### config.mk
export PLATFORM = sky130hd
export DESIGN_NAME = programmable_crc_engine
export DESIGN_NICKNAME = d
export VERILOG_FILES = /design/src/rtl/crc_pkg.sv /design/src/rtl/programmable_crc_engine.sv /design/src/rtl/crc_fifo.sv
export VERILOG_INCLUDE_DIRS = /design/src /design/src/rtl
export SDC_FILE = /design/constraint.sdc
export NUM_CORES = 1
export LEC_CHECK = 0
export BUFFER_PORTS_ARGS = -buffer_cell sky130_fd_sc_hd__buf_2
export CAP_MARGIN = 10
export CORE_MARGIN = 5
export CORE_UTILIZATION = 50
export DETAILED_ROUTE_END_ITERATION = 8
export HOLD_SLACK_MARGIN = 0.1
export PLACE_DENSITY = 0.66
export SYNTH_ARGS = -nofsm -noshare
export SYNTH_HDL_FRONTEND = slang
export SYNTH_SLANG_ARGS = --single-unit
### constraint.sdc
create_clock -name ref_clk -period 9.85 [get_ports ref_clk]
set_input_delay 1.4775 -clock ref_clk [delete_from_list [all_inputs] [get_ports ref_clk]]
set_output_delay 1.4775 -clock ref_clk [all_outputs]
set_load 0.05 [all_outputs]
### src/rtl/crc_defines.svh
// register map, field positions, reset values and depths of the crc engine
`ifndef CRC_DEFINES_SVH
`define CRC_DEFINES_SVH
`define CRC_ADDR_CONTROL   5'h00
`define CRC_ADDR_CFG       5'h04
`define CRC_ADDR_POLY_LO   5'h08
`define CRC_ADDR_POLY_HI   5'h0c
`define CRC_ADDR_IN_LO     5'h10
`define CRC_ADDR_IN_HI     5'h14
`define CRC_ADDR_RES_LO    5'h18
`define CRC_ADDR_RES_HI    5'h1c
`define CRC_EN_BIT         15
`define CRC_GO_BIT         4
`define CRC_LE_BIT         3
`define CRC_DW_LSB         8
`define CRC_PL_LSB         0
`define CRC_CFG_RST        5'h00
`define CRC_POLY_RST       16'h0000
`define CRC_RES_RST        32'h00000000
`define CRC_DW_WIDE_MIN    5'h10
`define CRC_DW_MID_MIN     5'h08
`define CRC_DEPTH_WIDE     5'h04
`define CRC_DEPTH_MID      5'h08
`define CRC_DEPTH_NARROW   5'h10
`endif

### src/rtl/crc_pkg.sv
// types shared by the crc engine and its input fifo
package crc_pkg;
  typedef struct packed {
    logic [4:0] data_width_field;
    logic [4:0] poly_length_field;
    logic       lendian;
  } crc_cfg_t;
  typedef struct packed {
    logic [4:0] count;
    logic       full;
    logic       empty;
  } fifo_stat_t;
  typedef enum logic [1:0] {
    st_idle  = 2'b01,
    st_shift = 2'b10
  } eng_state_t;
endpackage

### src/rtl/programmable_crc_engine.sv
// programmable crc engine with input fifo behind an avalon-mm slave
//
// Added by the designer: the placing of the registers and the Avalon-MM slave port.
`timescale 1ns/1ps
`include "crc_defines.svh"
// How it works
// - width field bits 12:8 hold width-1
// - length field bits 4:0 hold length-1
// - low polynomial bits 15:1, bit0 reads zero
// - high polynomial bits enable terms 31..16
// - input writes push fifo, reads give zero
// - result writes load shift register halves while enabled
// - hardware updates result while shifting, readable live
// - count rises on msb byte write only
// - fifo depth 4, 8 or 16 by width
// - started engine pops words, shifts two bits
// - disabled module keeps fifo empty, count zero
module programmable_crc_engine (
  input  wire logic        ref_clk,
  input  wire logic        srst,
  input  wire logic [4:0]  avm_address,
  input  wire logic        avm_read,
  input  wire logic        avm_write,
  input  wire logic [31:0] avm_writedata,
  input  wire logic [3:0]  avm_byteenable,
  output logic [31:0]      avm_readdata,
  output logic             avm_waitrequest
);
  import crc_pkg::*;

  logic        enable;
  logic        go;
  crc_cfg_t    cfg;
  logic [15:1] poly_lo;
  logic [15:0] poly_hi;
  logic [31:0] sr;
  logic [31:0] stage;
  logic [31:0] buffer;
  logic [5:0]  bits_left;
  eng_state_t  state;
  fifo_stat_t  fstat;
  logic [31:0] head;

  function automatic logic at(input logic [4:0] a, input logic [4:0] ofs);
    return a[4:2] == ofs[4:2];
  endfunction

  function automatic logic [31:0] len_mask(input logic [4:0] poly_length_field);
    return 32'hffffffff >> (5'h1f - poly_length_field);
  endfunction

  // one serial step; the constant term is always fed back
  function automatic logic [31:0] crc_step(
    input logic [31:0] r,
    input logic        b,
    input logic [31:0] poly,
    input logic [4:0]  poly_length_field
  );
    logic        fb;
    logic [31:0] nr;
    fb = b ^ r[poly_length_field];
    nr = {r[30:0], 1'b0} ^ (fb ? poly : 32'h00000000);
    return nr & len_mask(poly_length_field);
  endfunction

  // bus decode: a write takes effect on the edge that sees waitrequest low
  wire req    = avm_read || avm_write;
  wire wr_go  = avm_write && !avm_waitrequest;
  wire rd_go  = avm_read && avm_waitrequest;
  wire w_ctl  = wr_go && at(avm_address, `CRC_ADDR_CONTROL);
  wire w_cfg  = wr_go && at(avm_address, `CRC_ADDR_CFG);
  wire w_plo  = wr_go && at(avm_address, `CRC_ADDR_POLY_LO);
  wire w_phi  = wr_go && at(avm_address, `CRC_ADDR_POLY_HI);
  wire w_inl  = wr_go && at(avm_address, `CRC_ADDR_IN_LO);
  wire w_inh  = wr_go && at(avm_address, `CRC_ADDR_IN_HI);
  wire w_rlo  = wr_go && at(avm_address, `CRC_ADDR_RES_LO);
  wire w_rhi  = wr_go && at(avm_address, `CRC_ADDR_RES_HI);
  wire [1:0] be = avm_byteenable[1:0];

  // per byte lane write enables and merged words
  wire [3:0]  in_we;
  wire [3:0]  res_we;
  wire [31:0] next_stage;
  wire [31:0] sw_sr;
  genvar k;
  generate
    for (k = 0; k < 4; k = k + 1) begin : g_lane
      wire [7:0] wbyte = avm_writedata[8*(k%2) +: 8];
      wire       hi    = (k >= 2);
      assign in_we[k]  = (hi ? w_inh : w_inl) && be[k%2];
      assign res_we[k] = (hi ? w_rhi : w_rlo) && be[k%2];
      assign next_stage[8*k +: 8] = in_we[k] ? wbyte : stage[8*k +: 8];
      assign sw_sr[8*k +: 8] = res_we[k] ? wbyte : sr[8*k +: 8];
    end
  endgenerate

  wire [1:0] msb_lane = cfg.data_width_field[4:3];
  wire       push     = enable && in_we[msb_lane];

  // readback selection
  wire [15:0] ctl_word = {enable, 2'h0, fstat.count, fstat.full,
                          fstat.empty, 1'b0, go, cfg.lendian, 3'h0};
  wire [15:0] cfg_word = {3'h0, cfg.data_width_field, 3'h0, cfg.poly_length_field};
  wire [15:0] rd_value =
    at(avm_address, `CRC_ADDR_CONTROL) ? ctl_word :
    at(avm_address, `CRC_ADDR_CFG)     ? cfg_word :
    at(avm_address, `CRC_ADDR_POLY_LO) ? {poly_lo, 1'b0} :
    at(avm_address, `CRC_ADDR_POLY_HI) ? poly_hi :
    at(avm_address, `CRC_ADDR_RES_LO)  ? sr[15:0] :
    at(avm_address, `CRC_ADDR_RES_HI)  ? sr[31:16] :
                                         16'h0000;

  always_ff @(posedge ref_clk) begin
    if (srst) begin
      avm_waitrequest <= 1'b1;
      avm_readdata    <= 32'h00000000;
    end else begin
      avm_waitrequest <= !(req && avm_waitrequest);
      if (rd_go) begin
        avm_readdata <= {16'h0000, rd_value};
      end
    end
  end

  // engine control
  wire       in_shift  = state == st_shift;
  wire       two_bits  = bits_left > 6'h01;
  wire       word_done = in_shift && (bits_left <= 6'h02);
  wire       can_pop   = go && !fstat.empty;
  // pop when idle or word ends
  wire       pop       = enable && can_pop &&
                         (state == st_idle || word_done);
  wire [4:0] dw_lo     = cfg.data_width_field - 5'h01;
  wire       b1        = cfg.lendian ? buffer[0] : buffer[cfg.data_width_field];
  wire       b2        = cfg.lendian ? buffer[1] : buffer[dw_lo];
  wire [31:0] poly     = {poly_hi, poly_lo, 1'b1};
  wire [31:0] sr_one   = crc_step(sr, b1, poly, cfg.poly_length_field);
  wire [31:0] sr_two   = crc_step(sr_one, b2, poly, cfg.poly_length_field);
  wire [31:0] shift_sr = two_bits ? sr_two : sr_one;
  wire [31:0] next_buffer = cfg.lendian ? {2'h0, buffer[31:2]}
                                        : {buffer[29:0], 2'h0};

  // width and length fields
  // the shift order bit sits in the control word but lives in the config
  // struct, so the whole struct keeps a single writer process
  always_ff @(posedge ref_clk) begin
    if (srst) begin
      cfg.data_width_field  <= `CRC_CFG_RST;
      cfg.poly_length_field    <= `CRC_CFG_RST;
      cfg.lendian <= 1'b0;
    end else begin
      if (w_cfg && be[1]) begin
        cfg.data_width_field <= avm_writedata[`CRC_DW_LSB +: 5];
      end
      if (w_cfg && be[0]) begin
        cfg.poly_length_field <= avm_writedata[`CRC_PL_LSB +: 5];
      end
      if (w_ctl && be[0]) begin
        cfg.lendian <= avm_writedata[`CRC_LE_BIT];
      end
    end
  end

  always_ff @(posedge ref_clk) begin
    if (srst) begin
      poly_lo <= 15'(`CRC_POLY_RST >> 1);
      poly_hi <= `CRC_POLY_RST;
    end else begin
      if (w_plo && be[1]) begin
        poly_lo[15:8] <= avm_writedata[15:8];
      end
      if (w_plo && be[0]) begin
        poly_lo[7:1] <= avm_writedata[7:1];
      end
      if (w_phi && be[1]) begin
        poly_hi[15:8] <= avm_writedata[15:8];
      end
      if (w_phi && be[0]) begin
        poly_hi[7:0] <= avm_writedata[7:0];
      end
    end
  end

  // a software start wins over the hardware clear at completion
  always_ff @(posedge ref_clk) begin
    if (srst) begin
      enable <= 1'b0;
      go     <= 1'b0;
    end else begin
      if (w_ctl && be[1]) begin
        enable <= avm_writedata[`CRC_EN_BIT];
      end
      if (w_ctl && be[0]) begin
        go <= avm_writedata[`CRC_GO_BIT];
      end else if (word_done && fstat.empty) begin
        go <= 1'b0;
      end
    end
  end

  // staging word; disabling drops a half written word
  always_ff @(posedge ref_clk) begin
    if (srst || !enable) begin
      stage <= 32'h00000000;
    end else begin
      stage <= next_stage;
    end
  end

  always_ff @(posedge ref_clk) begin
    if (srst || !enable) begin
      state     <= st_idle;
      bits_left <= 6'h00;
      buffer    <= 32'h00000000;
    end else if (pop) begin
      state     <= st_shift;
      buffer    <= head;
      bits_left <= {1'b0, cfg.data_width_field} + 6'h01;
    end else if (word_done) begin
      state     <= st_idle;
      bits_left <= 6'h00;
    end else begin
      case (state)
        st_shift: begin
          bits_left <= bits_left - 6'h02;
          buffer    <= next_buffer;
        end
        default: begin
          state <= st_idle;
        end
      endcase
    end
  end

  // hardware update of result
  // software loads win over a shift in the same cycle
  always_ff @(posedge ref_clk) begin
    if (srst || !enable) begin
      sr <= `CRC_RES_RST;
    end else if (|res_we) begin
      sr <= sw_sr;
    end else if (in_shift) begin
      sr <= shift_sr;
    end
  end

  crc_fifo u_fifo (
    .ref_clk   (ref_clk),
    .srst      (srst),
    .flush     (!enable),
    .data_width_field    (cfg.data_width_field),
    .push      (push),
    .push_data (next_stage),
    .pop       (pop),
    .head      (head),
    .stat      (fstat)
  );
endmodule

### src/rtl/crc_fifo.sv
// input word fifo whose usable depth follows the data width
`timescale 1ns/1ps
`include "crc_defines.svh"
module crc_fifo (
  input  wire logic          ref_clk,
  input  wire logic          srst,
  input  wire logic          flush,
  input  wire logic [4:0]    data_width_field,
  input  wire logic          push,
  input  wire logic [31:0]   push_data,
  input  wire logic          pop,
  output logic [31:0]        head,
  output crc_pkg::fifo_stat_t stat
);
  import crc_pkg::*;

  logic [31:0] mem [16];
  logic [3:0]  wr_ptr;
  logic [3:0]  rd_ptr;
  logic [4:0]  count;

  wire [4:0] limit = (data_width_field >= `CRC_DW_WIDE_MIN) ? `CRC_DEPTH_WIDE :
                     (data_width_field >= `CRC_DW_MID_MIN)  ? `CRC_DEPTH_MID :
                                                    `CRC_DEPTH_NARROW;
  // a push into a full fifo is dropped, software watches the full flag
  wire       do_push = push && (count < limit);
  wire       do_pop  = pop && (count != 5'h00);
  wire [4:0] next_count = count + {4'h0, do_push} - {4'h0, do_pop};

  assign head       = mem[rd_ptr];
  assign stat.count = count;
  assign stat.full  = count >= limit;
  assign stat.empty = count == 5'h00;

  always_ff @(posedge ref_clk) begin
    if (do_push) begin
      mem[wr_ptr] <= push_data;
    end
  end

  always_ff @(posedge ref_clk) begin
    if (srst || flush) begin
      wr_ptr <= 4'h0;
      rd_ptr <= 4'h0;
      count  <= 5'h00;
    end else begin
      wr_ptr <= wr_ptr + {3'h0, do_push};
      rd_ptr <= rd_ptr + {3'h0, do_pop};
      count  <= next_count;
    end
  end
endmodule

Yosys cells after proc, flatten, opt, wreduce, memory -nomap -nowiden
Memories as Yosys holds them, arrays and structs flattened. A register that Yosys moved wholly into a read port is not among the register bits.
Cells that the tools add are included.
- bits in writable memories: 512
- output and inout bits: 33
- bits in registers: 178
- input bits: 45
- word-level logic and storage cells: 166
- memories: 1
- memory list (memory ; depth ; width ; read ports ; clocked after Yosys merged registers in ; write ports ; RTL line ; text):
    u_fifo.mem ; 16 ; 32 ; 1 ; 1 ; 1 ; crc_fifo.sv:17 ; logic [31:0] mem [16];
- add/sub/neg operators: 8
- bitwise gates (word level): 6
- order comparisons: 10
- muxes and demuxes: 48
- reduce and logical (&&, ||, !) cells: 55
- equal/unequal tests: 15
- shift-type cells: 1
- operator list (kind ; count):
    two-way mux 32 bit ; 9
    two-way mux 16 bit ; 6
    AND 32 bit ; 2
    two-way mux 8 bit ; 8
    bitwise XOR 32 bit ; 2
    logical AND 1 bit ; 35
    right shift 32 x 5 -> 32 bit (first input constant) ; 1
    binary-select mux 1 bit (select 5 bit) ; 4
    < comparator 5 x 6 -> 1 bit (second input constant) ; 3
    two-way mux 6 bit ; 3
    == test 3 bit (second input constant) ; 4
    two-way mux 1 bit ; 11
    two-way mux 5 bit ; 2
    AND reduction 2 bit ; 5
    adder 4 x 1 -> 4 bit ; 2
    inequality test 2 bit (second input constant) ; 4
    adder 5 x 1 -> 6 bit (second input constant) ; 1
    == test 3 x 2 -> 1 bit (second input constant) ; 2
    > comparator 6 x 1 -> 1 bit (second input constant) ; 1
    <= comparator 6 x 2 -> 1 bit (second input constant) ; 1
    two-way mux 2 bit ; 3
    nonzero test 2 bit ; 3
    subtractor 6 x 2 -> 6 bit (second input constant) ; 1
    adder 5 x 1 -> 5 bit ; 1
    23 further kinds ; 29

Logic depth before layout (Yosys ltp)
- depth in word-level cells: 16
- gate-level depth with buffers: 19
- gate-level depth less buffers: 16

Hierarchy
Synthesis repeated with hierarchy kept, for this count alone.
- cells, all modules: 2370
- area total of the unflattened synthesis: 31727.9 sq um
- modules (own cells, without submodules) (module ; cells each ; area an instance (sq um) ; times used ; seq. area each (sq um)):
    crc_fifo ; 883 ; 19944.1 ; 1 ; 15635.0
    programmable_crc_engine ; 1487 ; 11783.8 ; 1 ; 3303.2

Worst setup path before layout
OpenSTA, ideal clock, no wires.
- kind: input to register
- start: in avm_address[4]
- end: mem u_fifo.mem[0][0] (enable)
- library setup time: 0.461 ns
- data required time: 9.389 ns
- path buffers: 2
- cell stages on the path: 8
- arrival time: 5.117 ns
- path slack: 4.272 ns
- cell sequence: clkbuf_1 > and3b_1 > clkbuf_1 > nand3b_1 > nor4_1 > nor2b_1 > nand2b_1 > nor3_1
- word-level cells in the longest chain between the ends: 9
- elaborated cells on any way between the ends: 14
- classes of those cells: eq/ne (2); mux (4); reduce/logical (8)
- RTL lines (what ; RTL line ; text):
    from (decl) ; programmable_crc_engine.sv:21 ; input wire logic [4:0] avm_address,
    == test 3 bit ; programmable_crc_engine.sv:45 ; return a[4:2] == ofs[4:2];
    logical AND 1 bit, on equally long branches ; programmable_crc_engine.sv:74, programmable_crc_engine.sv:75 ;
    logical AND 1 bit ; programmable_crc_engine.sv:90 ; assign in_we[k] = (hi ? w_inh : w_inl) && be[k%2];
    binary-select mux 1 bit (select 2 bit) (*) ; programmable_crc_engine.sv:98 ; wire push = enable && in_we[msb_lane];
    two-way mux 1 bit (not written as such) (*) ; programmable_crc_engine.sv:98 ;
    logical AND 1 bit (*) ; programmable_crc_engine.sv:98 ;
    logical AND 1 bit (*) ; crc_fifo.sv:26 ; wire do_push = push && (count < limit);
    two-way mux 1 bit (*) ; crc_fifo.sv:36 ; if (do_push) begin
    two-way mux 1 bit (not written as such) (*) ; crc_fifo.sv:37 ; mem[wr_ptr] <= push_data;
    to (decl) ; crc_fifo.sv:17 ;
Mark *: on every way between the ends. The rest lies on a longest branch, timed or not. The select of a mux whose other input is x is not followed.

Worst setup path in the final report
- start: reg cfg[2] (netlist name)
- end: reg sr[16]
- word-level cells in the longest chain between the ends: 15
- elaborated cells on any way between the ends: 17
- classes of those cells: add/sub (1); shift (1); mux (9); bitwise (6)
- RTL lines (what ; RTL line ; text):
    from (decl) ; programmable_crc_engine.sv:33 ; crc_cfg_t cfg;
    branches (longest 12 deep; another with subtractor 5 bit) ; - ;
    two-way mux 32 bit (*) ; programmable_crc_engine.sv:139 ; wire [31:0] shift_sr = two_bits ? sr_two : sr_one;
    two-way mux 32 bit (*) ; programmable_crc_engine.sv:242 ; end else if (in_shift) begin
    two-way mux 32 bit (*) ; programmable_crc_engine.sv:240 ; end else if (|res_we) begin
    to (signal assigned) ; programmable_crc_engine.sv:239 ; sr <= `CRC_RES_RST;
    to (signal assigned) ; programmable_crc_engine.sv:241 ; sr <= sw_sr;
    to (signal assigned) ; programmable_crc_engine.sv:243 ; sr <= shift_sr;
    to (decl) ; programmable_crc_engine.sv:36 ; logic [31:0] sr;
Every way passes the cells marked *. The select of a mux whose other input is x is not followed.
A chain may end at the register's enable or synchronous reset.

==> impl_metrics.yaml <==
outcome:
  status: "finished clean"
global_routing:
  grt_remaining_overflow: 0
  track_usage_pct: 25.3
  grt_max_degree: 90
  first_global_vias: 20400
  antenna_found_initial: 0
  grt_pass1_wl_um: 130000
logic_synthesis:
  syn_avg_cell_area_um2: 13.9
  synth_top_area_share_pct: 48.5
  yosys.area_share.simple_pct: 8.47
  synth_top_area_cell: "edfxtp_1"
  synth_compound_area_share_pct: 8.00
  synth_ff_type: "edfxtp_1"
  ys_types: 77
  synth_area_leaders: "edfxtp_1 (48%), mux4_2 (12%), dfxtp_1 (11%)"
  synthArstFlopShare_pct: 0
  synth_edf_count: 512
  synthAdderAreaFrac_pct: 0.694
  synth_area_um2: 31700
  yosys_warnings: 0
  synth-xor-area-share_pct: 2.05
  synth_seq_area_share_pct: 59.7
  synth_seq_cells: 690
  synthMuxAreaShare_pct: 18.1
  synth_top_family_by_area: "multiplexers"
  netlist_instances: 2279
finish:
  num_antenna_cells: 0
  nNetsFinal: 2335
  drive_gt1_share_pct: 20.7
  nFillCells: 5008
  syn_to_final_growth_pct: 11.0
power_and_ir_drop:
  clockPowerShare_pct: 46.4
  ir_drop_mv: 0.140
  power_density_nw_per_um2: 169
  p_int_mw: 4.72
  switching_share_pct: 20.9
  pwr-share-comb_pct: 1.8
  p_leak_nw: 10.3
  p_seq_share_pct: 51.8
  p_sw_mw: 1.24
sta:
  tns_ns: 0
  skew_ns: 0.0366
  finalSetupViolCount: 0
  fin_crit_sh_pct: 60.9
  slew_headroom_pct: 16.6
  finalHoldViolations: 0
  period_minus_slack_ns: 5.99
  tightest_slew_ns: 1.25
  fmax_mhz: 167
  setup_ws_ns: 3.86
  drv_slew: 0
  rsz0062_at_grt: "false"
worst_setup_path:
  critPathLaunchType: "flop"
  critical_path_arrival_ns: 6.54
  r2r_setup_slack_ns: 3.86
  crit_type: "flop to flop"
  required_ns: 10.39
  r2r_start: "cfg[2]"
  crit_path_max_fanout: 37
  r2r-end: "sr[16]"
  endpoint_kind: "flop"
  r2r_cells: 15
clock_tree:
  cts.clk_slew.worst_paths_ns: 0.06
  cts_resized: 0
  numCtsBuffers: 74
  cts_hold_buf: 0
  clock_sinks: 690
  clockRootBuffer: "clkbuf_16"
  post-cts-setup-buffers: 0
  cts_tree: "yes"
  clk_latency_ns: 0.63
  clk_path_buf_depth: 3
  htree_levels: 3
floorplanning:
  die_x_um: 262
  io_pins: 78
  start_util_pct: 50.4
  placementRows: 92
  die_y_um: 262
  core-area_um2: 63000
  dieArea_um2: 68600
placed_design:
  numPortBuffers: 41
  place_congestion: 0.950
  place_hpwl_um: 50400
  dpl_worst_slack_ns: 4.03
detailed_routing:
  drtIter0Drc: 2073
  ant_nets: 0
  via_per_inst: 6.47
  first_pass_iters: 6
  wl_per_cell_um: 27.4
  drc_errors: 0
  drt_wl_total_um: 87000
  via_count: 20500
run:
  cap_violations: 0
min_path:
  hold_class: "flop to flop"
  hp-start: "avm_readdata[8]"
  hold_depth: 2
  min_to: "avm_readdata[8]"
-- cell type report --
class                           count  area [µm²]  area share, %
Sequential cell                   690       18900           53.8
Multi-Input combinational cell   1389       12100           34.2
Clock buffer                      103        2100           5.97
Tap cell                          846        1060           3.01
Timing Repair Buffer               88         571           1.62
Clock inverter                     31         355           1.01
Inverter                           30         113          0.320
-- kinds of logic after synthesis --
kind of cell / after synthesis
XOR/XNOR: 72
AND/OR/NAND/NOR: 560
AO/OA/AOI/OAI: 373
flip-flops: 690
buffers and inverters: 215
multiplexers: 351
adder cells (fa/ha/maj): 17
other: 1
-- registers in the layout (all words and copies together) (netlist names) --
signal	flops
sr	32
poly_lo	15
avm_waitrequest	1
enable	1
poly_hi	16
bits_left	6
buffer	32
avm_readdata	16
go	1
u_fifo.wr_ptr	4
cfg	11
u_fifo.rd_ptr	4
state	2
stage	32
u_fifo.count	5
u_fifo.mem	512
-- per-layer routing --
| metal | GRT usage, % | wire length (µm) | vias to the layer above |
|---|---|---|---|
| met4 | 10.1 | 3830 | 0 |
| li1 | - | - | 8862 |
| met3 | 4.20 | 6850 | 232 |
| met2 | 41.5 | 41500 | 934 |
| met5 | 0 | 0 | - |
| met1 | 34.1 | 34800 | 10500 |
-- worst max-delay path, stage by stage (launching register included) --
cell and delay, ns:
dfxtp_1 0.35, buf_4 0.40, mux4_2 0.57, mux2i_1 0.22, and2_1 0.55, nor3_4 0.22, xnor2_4 0.17, buf_4 0.43
and3_1 0.26, o32ai_1 0.12, a221oi_2 0.45, a211oi_1 0.19, a41oi_4 0.95, and3_1 0.48, mux2_1 0.36, o21ai_1 0.12
-- per-stage QoR --
stage          cells  utilization [%]  total power, mW  hold WS, ns  instance area, µm²
2_1_floorplan   2294                -             3.22        0.448               31800
3_3_place_gp    3043             52.0             3.26        0.466               32700
3_5_place_dp    3043             52.0             3.26        0.476               32700
4_1_cts         3177             55.9             6.01        0.490               35200
5_1_grt         3177             55.9             6.14        0.517               35200
6_report        3177             55.9             5.97        0.489               35200
-- worst max-delay path by stage --
stage / startpoint / end / slack (ns) / cells after the start
finish: cfg[2] / sr[16] / 3.86 / 15
global route: cfg[2] / sr[0] / 3.64 / 15
CTS: cfg[2] / sr[16] / 3.97 / 15
detailed placement: cfg[2] / sr[16] / 4.03 / 15
global placement: cfg[2] / sr[16] / 4.00 / 15
floorplan: avm_address[4] / u_fifo.mem[0][0] / 4.27 / 8
-- power groups by stage --
stage	logic, mW	registers, mW	clock network (mW)
2_1_floorplan	0.0598	3.16	0
3_3_place_gp	0.103	3.15	0
3_5_place_dp	0.104	3.15	0
4_1_cts	0.104	3.09	2.82
5_1_grt	0.110	3.09	2.94
6_report	0.106	3.09	2.77
-- synthesized netlist by cell type, types with 5 or more instances --
| cell | instances |
|---|---|
| nor2_1 | 157 |
| a311oi_1 | 16 |
| mux2_2 | 72 |
| buf_1 | 21 |
| nand3_1 | 32 |
| ha_1 | 16 |
| o22ai_1 | 18 |
| nand3b_1 | 7 |
| clkbuf_1 | 119 |
| nor3_1 | 33 |
| a221oi_1 | 19 |
| nand4_1 | 49 |
| and3_1 | 14 |
| edfxtp_1 | 512 |
| nand2b_1 | 14 |
| o31ai_1 | 15 |
| a21oi_1 | 88 |
| a211o_1 | 6 |
| xnor2_1 | 27 |
| nand2_1 | 157 |
| buf_4 | 21 |
| o21ai_0 | 45 |
| nor2b_1 | 16 |
| xor2_1 | 44 |
| a31oi_1 | 25 |
| dfxtp_1 | 178 |
| nor4_1 | 8 |
| buf_2 | 18 |
| buf_6 | 5 |
| a211oi_1 | 40 |
| o211ai_1 | 12 |
| mux4_2 | 165 |
| and2_1 | 45 |
| or3_1 | 9 |
| mux2i_1 | 106 |
| a22oi_1 | 41 |
| inv_1 | 27 |
-- placed cells by master (no fill, tap or decap), drive strengths merged, types with 20 or more instances in the layout --
cell / n
mux2i: 108
xor2: 44
a221oi: 20
nand3: 32
dfxtp: 178
nor2: 157
a22oi: 41
buf: 88
mux4: 168
o21ai: 48
a31oi: 25
clkinv: 22
xnor2: 28
nand2: 157
nand4: 49
mux2: 75
inv: 32
edfxtp: 512
a21oi: 89
nor3: 34
a211oi: 41
and2: 45
clkbuf: 103
No activity file was read; power rests on OpenSTA's default activity.
